--- config.mk ---
export PLATFORM = sky130hd
export DESIGN_NAME = ut_core
export DESIGN_NICKNAME = d
export VERILOG_FILES = /design/src/ut_pkg.sv /design/src/ut_core.sv
export SDC_FILE = /design/constraint.sdc
export NUM_CORES = 2
export LEC_CHECK = 0
export BUFFER_PORTS_ARGS = -buffer_cell sky130_fd_sc_hd__buf_2
export CAP_MARGIN = 0
export CORE_MARGIN = 4
export CORE_UTILIZATION = 55
export CTS_BUF_LIST = sky130_fd_sc_hd__clkbuf_2 sky130_fd_sc_hd__clkbuf_4 sky130_fd_sc_hd__clkbuf_8
export DETAILED_ROUTE_END_ITERATION = 16
export HOLD_SLACK_MARGIN = 0.02
export PLACE_DENSITY_LB_ADDON = 0.3
export RECOVER_POWER = 50
export SYNTH_ARGS = -nofsm -noshare
export SYNTH_HDL_FRONTEND = slang
export SYNTH_SLANG_ARGS = --single-unit
--- constraint.sdc ---
create_clock -name CLK_I -period 55.1 [get_ports CLK_I]
set_clock_uncertainty 0.1 [all_clocks]
set_input_delay 8.265 -clock CLK_I [delete_from_list [all_inputs] [get_ports CLK_I]]
set_output_delay 8.265 -clock CLK_I [all_outputs]
set_load 0.1 [all_outputs]
--- src/ut_pkg.sv ---
package ut_pkg;
    // Register offsets on the plain register port
    localparam logic [3:0] A_DATA = 4'h0;
    localparam logic [3:0] A_IER = 4'h1;
    localparam logic [3:0] A_FCR = 4'h2;
    localparam logic [3:0] A_LCR = 4'h3;
    localparam logic [3:0] A_MCR = 4'h4;
    localparam logic [3:0] A_LSR = 4'h5;
    localparam logic [3:0] A_EFR = 4'h6;
    localparam logic [3:0] A_DLD = 4'h7;
    localparam logic [3:0] A_ISR = 4'h8;
    // Field positions
    localparam int B_FIFO_EN = 0;
    localparam int B_RTS = 1;
    localparam int B_STOP2 = 2;
    localparam int B_PAR_EN = 3;
    localparam int B_PAR_EVEN = 4;
    localparam int B_IER_RX = 0;
    localparam int B_IER_TX = 1;
    localparam int B_IER_RTS = 6;
    localparam int B_IER_CTS = 7;
    localparam int B_EFR_ENH = 4;
    localparam int B_EFR_ARTS = 6;
    localparam int B_EFR_ACTS = 7;
    // Depths, word length base and timeout figures
    localparam logic [6:0] FIFO_DEPTH = 7'h40;
    localparam logic [3:0] WLEN_BASE = 4'h5;
    localparam logic [9:0] TO_CHARS = 10'h004;
    localparam logic [9:0] TO_EXTRA = 10'h00C;
    // Receive trigger steps
    localparam logic [6:0] LVL_0 = 7'h00;
    localparam logic [6:0] LVL_8 = 7'h08;
    localparam logic [6:0] LVL_16 = 7'h10;
    localparam logic [6:0] LVL_56 = 7'h38;
    localparam logic [6:0] LVL_60 = 7'h3C;
    // Bit period minus one for 16X, 8X and 4X
    localparam logic [3:0] OVS16_M1 = 4'hF;
    localparam logic [3:0] OVS8_M1 = 4'h7;
    localparam logic [3:0] OVS4_M1 = 4'h3;
    // Register reset values
    localparam logic [7:0] REG_RST = 8'h00;

    typedef enum logic [2:0] {
        TX_IDLE, TX_START, TX_DATA, TX_PAR, TX_STOP
    } ut_tx_st_t;

    typedef enum logic [2:0] {
        RX_IDLE, RX_START, RX_DATA, RX_PAR, RX_STOP
    } ut_rx_st_t;
endpackage

--- src/ut_core.sv ---
`timescale 1ns/10ps
// Notes on behaviour
// RULE1 - Transmitter sends one bit every 16, 8 or 4 oversampling ticks.
// RULE2 - Frame: start, data bits, optional parity, then one or two stops.
// RULE3 - Data bits leave least significant bit first.
// RULE4 - In FIFO mode each holding write pushes into a 64-byte queue.
// RULE5 - Without FIFO, holding-empty sets when byte moves to the shifter.
// RULE6 - With FIFO, holding-empty is set whenever the queue is empty.
// RULE7 - Holding-empty becoming set raises transmit-empty interrupt if enabled.
// RULE8 - Transmitter-empty only when shifter and queue are both empty.
// RULE9 - Falling edge, wait half a bit, accept start only if still low.
// RULE10 - Later bits are sampled at their centres, one bit period apart.
// RULE11 - Receive queue holds 64 entries of data plus three error tags.
// RULE12 - Reading received data pops queue; status shows new head tags.
// RULE13 - Data-ready interrupt per character, or at trigger level in FIFO.
// RULE14 - Timeout when data waits four word lengths plus 12 bit times.
// RULE15 - Auto request-to-send needs enable bit and software asserting it.
// RULE16 - Request-to-send rising sets flow flag when its enable is set.
// RULE17 - Request-to-send goes high one step above trigger, low one below.
// RULE18 - Thresholds: 8:16/0, 16:56/8, 56:60/16, 60:60/56.
// RULE19 - Reception continues after request-to-send off until queue full.
// RULE20 - Auto clear-to-send enable; clear-to-send rising sets flow flag.
// RULE21 - Clear-to-send high stops transmitter after current stop bit.
// RULE22 - Remote side stops after its current character when told to.
// RULE23 - Sampling mode bits select 16X, 8X or 4X.
// RULE24 - Word length is 5 to 8 bits from two line control bits.
// RULE25 - A high mid-start sample is dropped and receiver returns idle.
// RULE26 - Suspended transmit queue is kept and still accepts writes.
module ut_core
    import ut_pkg::*;
(
    // Clock and reset
    input wire logic CLK_I,
    input wire logic RST_N_I,
    // Oversampling tick from the rate generator
    input wire logic BAUD_TICK_I,
    // Register port
    input wire logic [3:0] ADDR_I,
    input wire logic [7:0] WDATA_I,
    input wire logic WR_I,
    input wire logic RD_I,
    output logic [7:0] RDATA_O,
    // Serial link
    input wire logic RXD_I,
    input wire logic CTS_N_I,
    output logic TXD_O,
    output logic RTS_N_O,
    // Interrupt
    output logic IRQ_O
);
    typedef struct packed {
        logic [63:0][7:0] txf;
        logic [5:0] txw;
        logic [5:0] txr;
        logic [6:0] txc;
        logic [63:0][10:0] rxf;
        logic [5:0] rxw;
        logic [5:0] rxr;
        logic [6:0] rxc;
        logic [7:0] interrupt_enable;
        logic [7:0] fifo_control;
        logic [7:0] line_control;
        logic [7:0] modem_control;
        logic [7:0] enhanced_feature;
        logic [7:0] fractional_divisor;
        ut_tx_st_t tx_st;
        logic [3:0] tx_ph;
        logic [7:0] tx_sh;
        logic [2:0] tx_bi;
        logic tx_pb;
        logic tx_sb;
        ut_rx_st_t rx_st;
        logic [3:0] rx_ph;
        logic [7:0] rx_sh;
        logic [2:0] rx_bi;
        logic rx_pe;
        logic rx_prev;
        logic cts_prev;
        logic [9:0] to_cnt;
        logic to_flag;
        logic txe_flag;
        logic fc_flag;
        logic rts_off;
        logic ovr;
        logic tx_o;
        logic rts_n_o;
        logic irq_o;
        logic [7:0] rd_data;
    } ut_state_t;

    ut_state_t s;
    ut_state_t n;
    logic rst_meta;
    logic rst_n;
    logic [3:0] ovs_m1;
    logic [3:0] half_m1;
    logic [3:0] wlen;
    logic [9:0] to_lim;
    logic [6:0] trig;
    logic [6:0] rts_hi;
    logic [6:0] rts_lo;
    logic fifo_en;
    logic tx_full;
    logic rx_full;
    logic wr_thr;
    logic rd_rhr;
    logic rd_isr;
    logic rd_lsr;
    logic tx_pop;
    logic rx_push;
    logic rx_pop;
    logic bit_end;
    logic rx_rdy;
    logic irq_any;
    logic [7:0] line_status;
    logic [7:0] interrupt_status;

    // Parity over the active data bits
    function automatic logic par_of(input logic [7:0] d,
                                    input logic [3:0] wl,
                                    input logic even);
        logic [7:0] m;
        logic p;
        m = 8'hFF >> (4'h8 - wl);
        p = ^(d & m);
        return even ? p : ~p;
    endfunction

    // Reset release through two flip-flops
    always_ff @(posedge CLK_I or negedge RST_N_I) begin
        if (!RST_N_I) begin
            rst_meta <= 1'b0;
            rst_n <= 1'b0;
        end else begin
            rst_meta <= 1'b1;
            rst_n <= rst_meta;
        end
    end

    // Mode decode
    always_comb begin
        case (s.fractional_divisor[5:4]) // [RULE23]
            2'b01: ovs_m1 = OVS8_M1;
            2'b10: ovs_m1 = OVS4_M1;
            default: ovs_m1 = OVS16_M1;
        endcase
        half_m1 = ovs_m1 >> 1;
        wlen = WLEN_BASE + {2'b00, s.line_control[1:0]}; // [RULE24]
        to_lim = 10'((10'(wlen) * TO_CHARS + TO_EXTRA)
                 * (10'(ovs_m1) + 10'h001)); // [RULE14]
        case (s.fifo_control[7:6]) // [RULE18]
            2'b00: begin
                trig = LVL_8;
                rts_hi = LVL_16;
                rts_lo = LVL_0;
            end
            2'b01: begin
                trig = LVL_16;
                rts_hi = LVL_56;
                rts_lo = LVL_8;
            end
            2'b10: begin
                trig = LVL_56;
                rts_hi = LVL_60;
                rts_lo = LVL_16;
            end
            default: begin
                trig = LVL_60;
                rts_hi = LVL_60;
                rts_lo = LVL_56;
            end
        endcase
    end

    // Status views and access decode
    always_comb begin
        fifo_en = s.fifo_control[B_FIFO_EN];
        tx_full = fifo_en ? (s.txc == FIFO_DEPTH) : (s.txc != 7'h00);
        rx_full = fifo_en ? (s.rxc == FIFO_DEPTH) : (s.rxc != 7'h00);
        wr_thr = WR_I && (ADDR_I == A_DATA);
        rd_rhr = RD_I && (ADDR_I == A_DATA);
        rd_isr = RD_I && (ADDR_I == A_ISR);
        rd_lsr = RD_I && (ADDR_I == A_LSR);
        rx_pop = rd_rhr && (s.rxc != 7'h00);
        rx_rdy = fifo_en ? (s.rxc >= trig) : (s.rxc != 7'h00); // [RULE13]
        irq_any = (s.interrupt_enable[B_IER_RX] && (rx_rdy || s.to_flag))
                  || (s.interrupt_enable[B_IER_TX] && s.txe_flag) || s.fc_flag;
        line_status = {1'b0, (s.txc == 7'h00) && (s.tx_st == TX_IDLE), // [RULE8]
               s.txc == 7'h00, // [RULE5] [RULE6]
               (s.rxc != 7'h00) ? s.rxf[s.rxr][10:8] : 3'b000, // [RULE12]
               s.ovr, s.rxc != 7'h00};
        interrupt_status = {2'b00, s.fc_flag, 1'b0, s.to_flag,
               s.interrupt_enable[B_IER_RX] && rx_rdy, s.txe_flag, ~irq_any};
    end

    // Next-state logic
    always_comb begin
        n = s;
        tx_pop = 1'b0;
        rx_push = 1'b0;
        bit_end = 1'b0;
        // Control register writes
        if (WR_I) begin
            case (ADDR_I)
                A_IER: n.interrupt_enable = WDATA_I;
                A_FCR: n.fifo_control = WDATA_I;
                A_LCR: n.line_control = WDATA_I;
                A_MCR: n.modem_control = WDATA_I;
                A_EFR: n.enhanced_feature = WDATA_I;
                A_DLD: n.fractional_divisor = WDATA_I;
                default: n.interrupt_enable = s.interrupt_enable;
            endcase
        end
        // Holding write; accepted even while suspended
        if (wr_thr && !tx_full) begin // [RULE4] [RULE26]
            n.txf[s.txw] = WDATA_I;
            n.txw = s.txw + 6'h01;
        end
        // Transmitter
        if (s.tx_st == TX_IDLE) begin
            if (s.txc != 7'h00
                && !(s.enhanced_feature[B_EFR_ACTS] && CTS_N_I)) begin // [RULE21]
                n.tx_sh = s.txf[s.txr];
                n.tx_pb = par_of(s.txf[s.txr], wlen, s.line_control[B_PAR_EVEN]);
                n.txr = s.txr + 6'h01;
                tx_pop = 1'b1;
                n.tx_st = TX_START;
                n.tx_ph = 4'h0;
                n.tx_sb = 1'b0;
            end
        end else if (BAUD_TICK_I) begin
            if (s.tx_ph == ovs_m1) begin // [RULE1]
                n.tx_ph = 4'h0;
                bit_end = 1'b1;
            end else begin
                n.tx_ph = s.tx_ph + 4'h1;
            end
        end
        // Bit sequencing of the frame
        if (bit_end) begin
            case (s.tx_st) // [RULE2]
                TX_START: begin
                    n.tx_st = TX_DATA;
                    n.tx_bi = 3'h0;
                end
                TX_DATA: begin
                    n.tx_sh = s.tx_sh >> 1; // [RULE3]
                    n.tx_bi = s.tx_bi + 3'h1;
                    if ({1'b0, s.tx_bi} == wlen - 4'h1) begin
                        n.tx_st = s.line_control[B_PAR_EN] ? TX_PAR : TX_STOP;
                    end
                end
                TX_PAR: n.tx_st = TX_STOP;
                TX_STOP: begin
                    if (s.line_control[B_STOP2] && !s.tx_sb) begin
                        n.tx_sb = 1'b1;
                    end else begin
                        n.tx_st = TX_IDLE;
                    end
                end
                default: n.tx_st = TX_IDLE;
            endcase
        end
        // Line level of the next state
        case (n.tx_st)
            TX_START: n.tx_o = 1'b0;
            TX_DATA: n.tx_o = n.tx_sh[0]; // [RULE3]
            TX_PAR: n.tx_o = n.tx_pb;
            default: n.tx_o = 1'b1;
        endcase
        n.txc = s.txc + {6'h00, wr_thr && !tx_full} - {6'h00, tx_pop};
        // Receiver
        n.rx_prev = RXD_I;
        if (s.rx_st == RX_IDLE) begin
            if (s.rx_prev && !RXD_I) begin // [RULE9]
                n.rx_st = RX_START;
                n.rx_ph = 4'h0;
            end
        end else if (BAUD_TICK_I) begin
            if (s.rx_st == RX_START) begin
                if (s.rx_ph == half_m1) begin // [RULE9]
                    n.rx_ph = 4'h0;
                    n.rx_bi = 3'h0;
                    n.rx_sh = 8'h00;
                    n.rx_pe = 1'b0;
                    n.rx_st = RXD_I ? RX_IDLE : RX_DATA; // [RULE25]
                end else begin
                    n.rx_ph = s.rx_ph + 4'h1;
                end
            end else if (s.rx_ph == ovs_m1) begin // [RULE10]
                n.rx_ph = 4'h0;
                case (s.rx_st)
                    RX_DATA: begin
                        n.rx_sh[s.rx_bi] = RXD_I;
                        n.rx_bi = s.rx_bi + 3'h1;
                        if ({1'b0, s.rx_bi} == wlen - 4'h1) begin
                            n.rx_st = s.line_control[B_PAR_EN] ? RX_PAR : RX_STOP;
                        end
                    end
                    RX_PAR: begin
                        n.rx_pe = RXD_I
                            != par_of(s.rx_sh, wlen, s.line_control[B_PAR_EVEN]);
                        n.rx_st = RX_STOP;
                    end
                    default: begin
                        rx_push = 1'b1;
                        n.rx_st = RX_IDLE;
                    end
                endcase
            end else begin
                n.rx_ph = s.rx_ph + 4'h1;
            end
        end
        // Store character with its tags; still filling when flow is off
        if (rx_push && !rx_full) begin // [RULE11] [RULE19]
            n.rxf[s.rxw] = {(s.rx_sh == 8'h00) && !RXD_I, !RXD_I,
                            s.rx_pe, s.rx_sh};
            n.rxw = s.rxw + 6'h01;
        end
        if (rx_pop) begin // [RULE12]
            n.rxr = s.rxr + 6'h01;
        end
        n.rxc = s.rxc + {6'h00, rx_push && !rx_full} - {6'h00, rx_pop};
        n.ovr = (rx_push && rx_full) || (s.ovr && !rd_lsr);
        // Receive timeout
        if (rx_push || rd_rhr || s.rxc == 7'h00) begin
            n.to_cnt = 10'h000;
        end else if (BAUD_TICK_I && s.to_cnt != to_lim) begin
            n.to_cnt = s.to_cnt + 10'h001;
        end
        n.to_flag = ((s.to_cnt == to_lim) && s.rxc != 7'h00) // [RULE14]
                    || (s.to_flag && !(rd_rhr || rx_push));
        // Transmit-empty event, set wins over clear
        n.txe_flag = (s.txc != 7'h00 && n.txc == 7'h00) // [RULE7]
                     || (s.txe_flag && !(rd_isr || wr_thr));
        // Request-to-send hysteresis
        if (!s.enhanced_feature[B_EFR_ARTS]) begin
            n.rts_off = 1'b0;
        end else if (n.rxc >= rts_hi) begin // [RULE17]
            n.rts_off = 1'b1;
        end else if (n.rxc <= rts_lo) begin // [RULE17]
            n.rts_off = 1'b0;
        end
        n.rts_n_o = ~n.modem_control[B_RTS]
                    || (n.enhanced_feature[B_EFR_ARTS] && n.rts_off); // [RULE15]
        n.cts_prev = CTS_N_I;
        n.fc_flag = (s.interrupt_enable[B_IER_RTS] && s.enhanced_feature[B_EFR_ENH]
                     && !s.rts_n_o && n.rts_n_o) // [RULE16]
                    || (s.interrupt_enable[B_IER_CTS] && s.enhanced_feature[B_EFR_ENH]
                        && CTS_N_I && !s.cts_prev) // [RULE20]
                    || (s.fc_flag && !rd_isr);
        n.irq_o = irq_any;
        // Read data one cycle after the strobe
        n.rd_data = 8'h00;
        if (RD_I) begin
            case (ADDR_I)
                A_DATA: n.rd_data = s.rxf[s.rxr][7:0];
                A_IER: n.rd_data = s.interrupt_enable;
                A_FCR: n.rd_data = s.fifo_control;
                A_LCR: n.rd_data = s.line_control;
                A_MCR: n.rd_data = s.modem_control;
                A_LSR: n.rd_data = line_status;
                A_EFR: n.rd_data = s.enhanced_feature;
                A_DLD: n.rd_data = s.fractional_divisor;
                A_ISR: n.rd_data = interrupt_status;
                default: n.rd_data = 8'h00;
            endcase
        end
    end

    // State register
    always_ff @(posedge CLK_I or negedge rst_n) begin
        if (!rst_n) begin
            s <= '0;
            s.interrupt_enable <= REG_RST;
            s.tx_o <= 1'b1;
            s.rts_n_o <= 1'b1;
            s.rx_prev <= 1'b1;
            s.cts_prev <= 1'b1;
        end else begin
            s <= n;
        end
    end

    assign RDATA_O = s.rd_data;
    assign TXD_O = s.tx_o;
    assign RTS_N_O = s.rts_n_o;
    assign IRQ_O = s.irq_o;
endmodule

==> results.yml <==
outcome:
  status: "complete, but fails checks"
  violations: "capacitance limit, slew limit"
pwr:
  power_density_mw_per_mm2: 36.2
  ir_drop_uv: 38.8
  cellLeakagePower_uw: 0.0336
cells_and_area:
  final_area_mm2: 0.0697
  drive_above_1_share_pct: 40.5
  seq_area_mm2: 0.0343
  nNetsFinal: 4610
  multi_input_area_mm2: 0.0277
  final_util_pct: 60.7
  top_register: "s"
  fillers: 8793
  area_delta_synth_final_pct: 9.24
  largest_register_ffs: 1353
detailed_routing:
  wl_mm: 152
  wl_met2_mm: 68.6
  vias: 38424
  met1_length_mm: 69.2
  drc: 0
  via_per_inst: 6.16
  top_layer_used: "met4"
  drtIter0Drc: 3310
  wl_met3_mm: 10.1
  first_pass_iters: 5
  avgRoutedWirePerCell_um: 24.4
  ant_nets: 0
synthesis:
  ys_seq_area_share_pct: 53.7
  synth-seq-cells: 1371
  synth-edff-count: 0
  syn_area_mm2: 0.0638
  avgSynthCellArea_um2: 13.9
  synth_cell_types: 79
  synth_cells: 4600
  ys.flop_type: "dfrtp_1"
  yosys_warnings: 0
  syn-num-nets: 4668
  async_flop_share_pct: 100
critical_path:
  cp_data_arrival_time_ps: 15680
  crit_type: "reg -> async"
  r2r_start: "rst_n$_DFF_PN0_"
  crit_start: "rst_n$_DFF_PN0_"
  cp_max_fo: 88
  crit_required_ps: 54310
  endpoint_kind: "asynchronous set/reset pin"
  critPathLaunchType: "register"
sta:
  finalCriticalPeriod_ps: 16470
  clock.fmax_mhz: 60.7
  rsz0062_at_grt: "no"
  relSlewSlack_pct: -512
  setup_ws_ps: 38630
  hold_viol: 0
  maxSlewViolCount: 1402
  fin_crit_sh_pct: 29.9
  tightest_slew_ps: 9180
  holdWs_ps: 260
  setup_tns_ps: 0
  setup_viol: 0
clock_tree:
  cts_tree: "built"
  clkTransAtPathRegs_ps: 60
  insertion_delay_ps: 910
  clk_path_buf_depth: 3
  cts.sinks: 1371
  postCtsHoldBufs: 0
  postCtsSetupRepairBufs: 0
  numCtsBuffers: 217
  clock-root-buffer: "clkbuf_8"
  cts_max_level: 4
  ctsResizeCount: 0
placed_design:
  placed_cell_area_mm2: 0.0648
  hpwl_mm: 94.7
  gp_congestion: 0.881
  pre_cts_slack_ps: 41890
  portBuffers: 29
floorplanning:
  coreArea_mm2: 0.115
  start_util_pct: 55.6
  die_y_um: 349
  rows: 124
  io_pins: 30
  die_x_um: 349
  dieArea_mm2: 0.122
global_route:
  overflow: 0
  grt_pass1_wl_mm: 239
  grt_usage_pct: 25.4
  antenna_found_initial: 1
  grt_max_degree: 180
  grt_pass1_vias: 39478
hold_path:
  hold_start: "rst_meta$_DFF_PN0_"
  hold_path_class: "reg -> reg"
flow_run:
  maxCapViolations: 17
## final timing paths
check | slack [ps] | cells after the start | endpoint
worst min-delay path | 260 | 0 | rst_n$_DFF_PN0_
min in group asynchronous | 690 | 0 | s[1153]$_DFFE_PN0P_
worst max register to register | 38630 | 5 | s[123]$_DFFE_PN0P_
worst min register to register | 260 | 0 | rst_n$_DFF_PN0_
max in group CLK_I | 42760 | 20 | interrupt_status[5]$_DFF_PN0_
worst max-delay path | 38630 | 5 | s[123]$_DFFE_PN0P_
## final cells by class
cell class | instances | area share [%]
sequential | 1371 | 49.2
multi-input combinational | 2807 | 39.7
clock buffer | 352 | 6.33
tap | 1512 | 2.71
clock inverter | 44 | 0.920
timing repair buffer | 94 | 0.836
inverter | 51 | 0.274
antenna | 2 | 0.00718
## through the flow
| step | instances | total power [uW] |
|---|---|---|
| global route | 6232 | 2630 |
| finish | 6233 | 2520 |
| detailed placement | 5835 | 1570 |
| CTS | 6231 | 2550 |
| global placement | 5835 | 1560 |
| floorplan | 4600 | 1460 |
## layout by cell type, fill, tap and decap left out, drive strengths merged, types with 39 or more instances in the layout
cell type / synthesis / final
nand3: 39 / 39
nand2: 570 / 570
xnor2: 39 / 39
nor2: 96 / 96
o21ai: 183 / 183
mux2: 1069 / 1069
mux2i: 59 / 59
a21oi: 41 / 41
mux4: 346 / 346
buf: 78 / 76
ha: 46 / 46
inv: 48 / 56
dfrtp: 1367 / 1367
clkbuf: 291 / 370
## cell usage after synthesis, drive strengths merged, types with 23 or more instances
cell type  instances  area share, %
dfrtp           1367             54
clkbuf           291            1.7
nand3             39           0.31
xor2              34           0.47
mux2i             59           0.92
mux4             346             12
nand2            570            3.4
mux2            1069             19
ha                46           0.90
nor3              25           0.22
nor2              96           0.56
xnor2             39           0.53
inv               48           0.28
a21oi             41           0.32
o21ai            183            1.4
nor2b             23           0.23
buf               78           0.85
## worst max-delay path: stages (launching register included)
cell and delay, ps:
dfrtp_1 1620, clkbuf_1 2500, clkbuf_1 2550, clkbuf_1 2190, clkbuf_1 2440, clkbuf_1 3330
## report_power, final
| part | internal (uW) | total [uW] | switching (uW) |
|---|---|---|---|
| Combinational | 180 | 452 | 272 |
| Sequential | 1040 | 1090 | 54.9 |
| Clock | 558 | 975 | 417 |
## cells by family after synthesis
logic type	after synthesis	synth area share (%)
AOI/OAI and AO/OA	355	3.37
xor gates and xnor gates	75	1.07
adders and majority gates	49	0.995
buffers and inverters	422	2.93
DFF	1371	53.7
muxes	1474	32.1
other	2	0.0118
and+or+nand+nor	852	5.79
## metal layers
metal / GRT usage [%] / up-vias
li1: - / 16594
met1: 38.2 / 20399
met2: 37.7 / 1150
met3: 5.37 / 281
met4: 7.74 / 0
met5: 0 / -
Power figures use the tool's default switching activity.
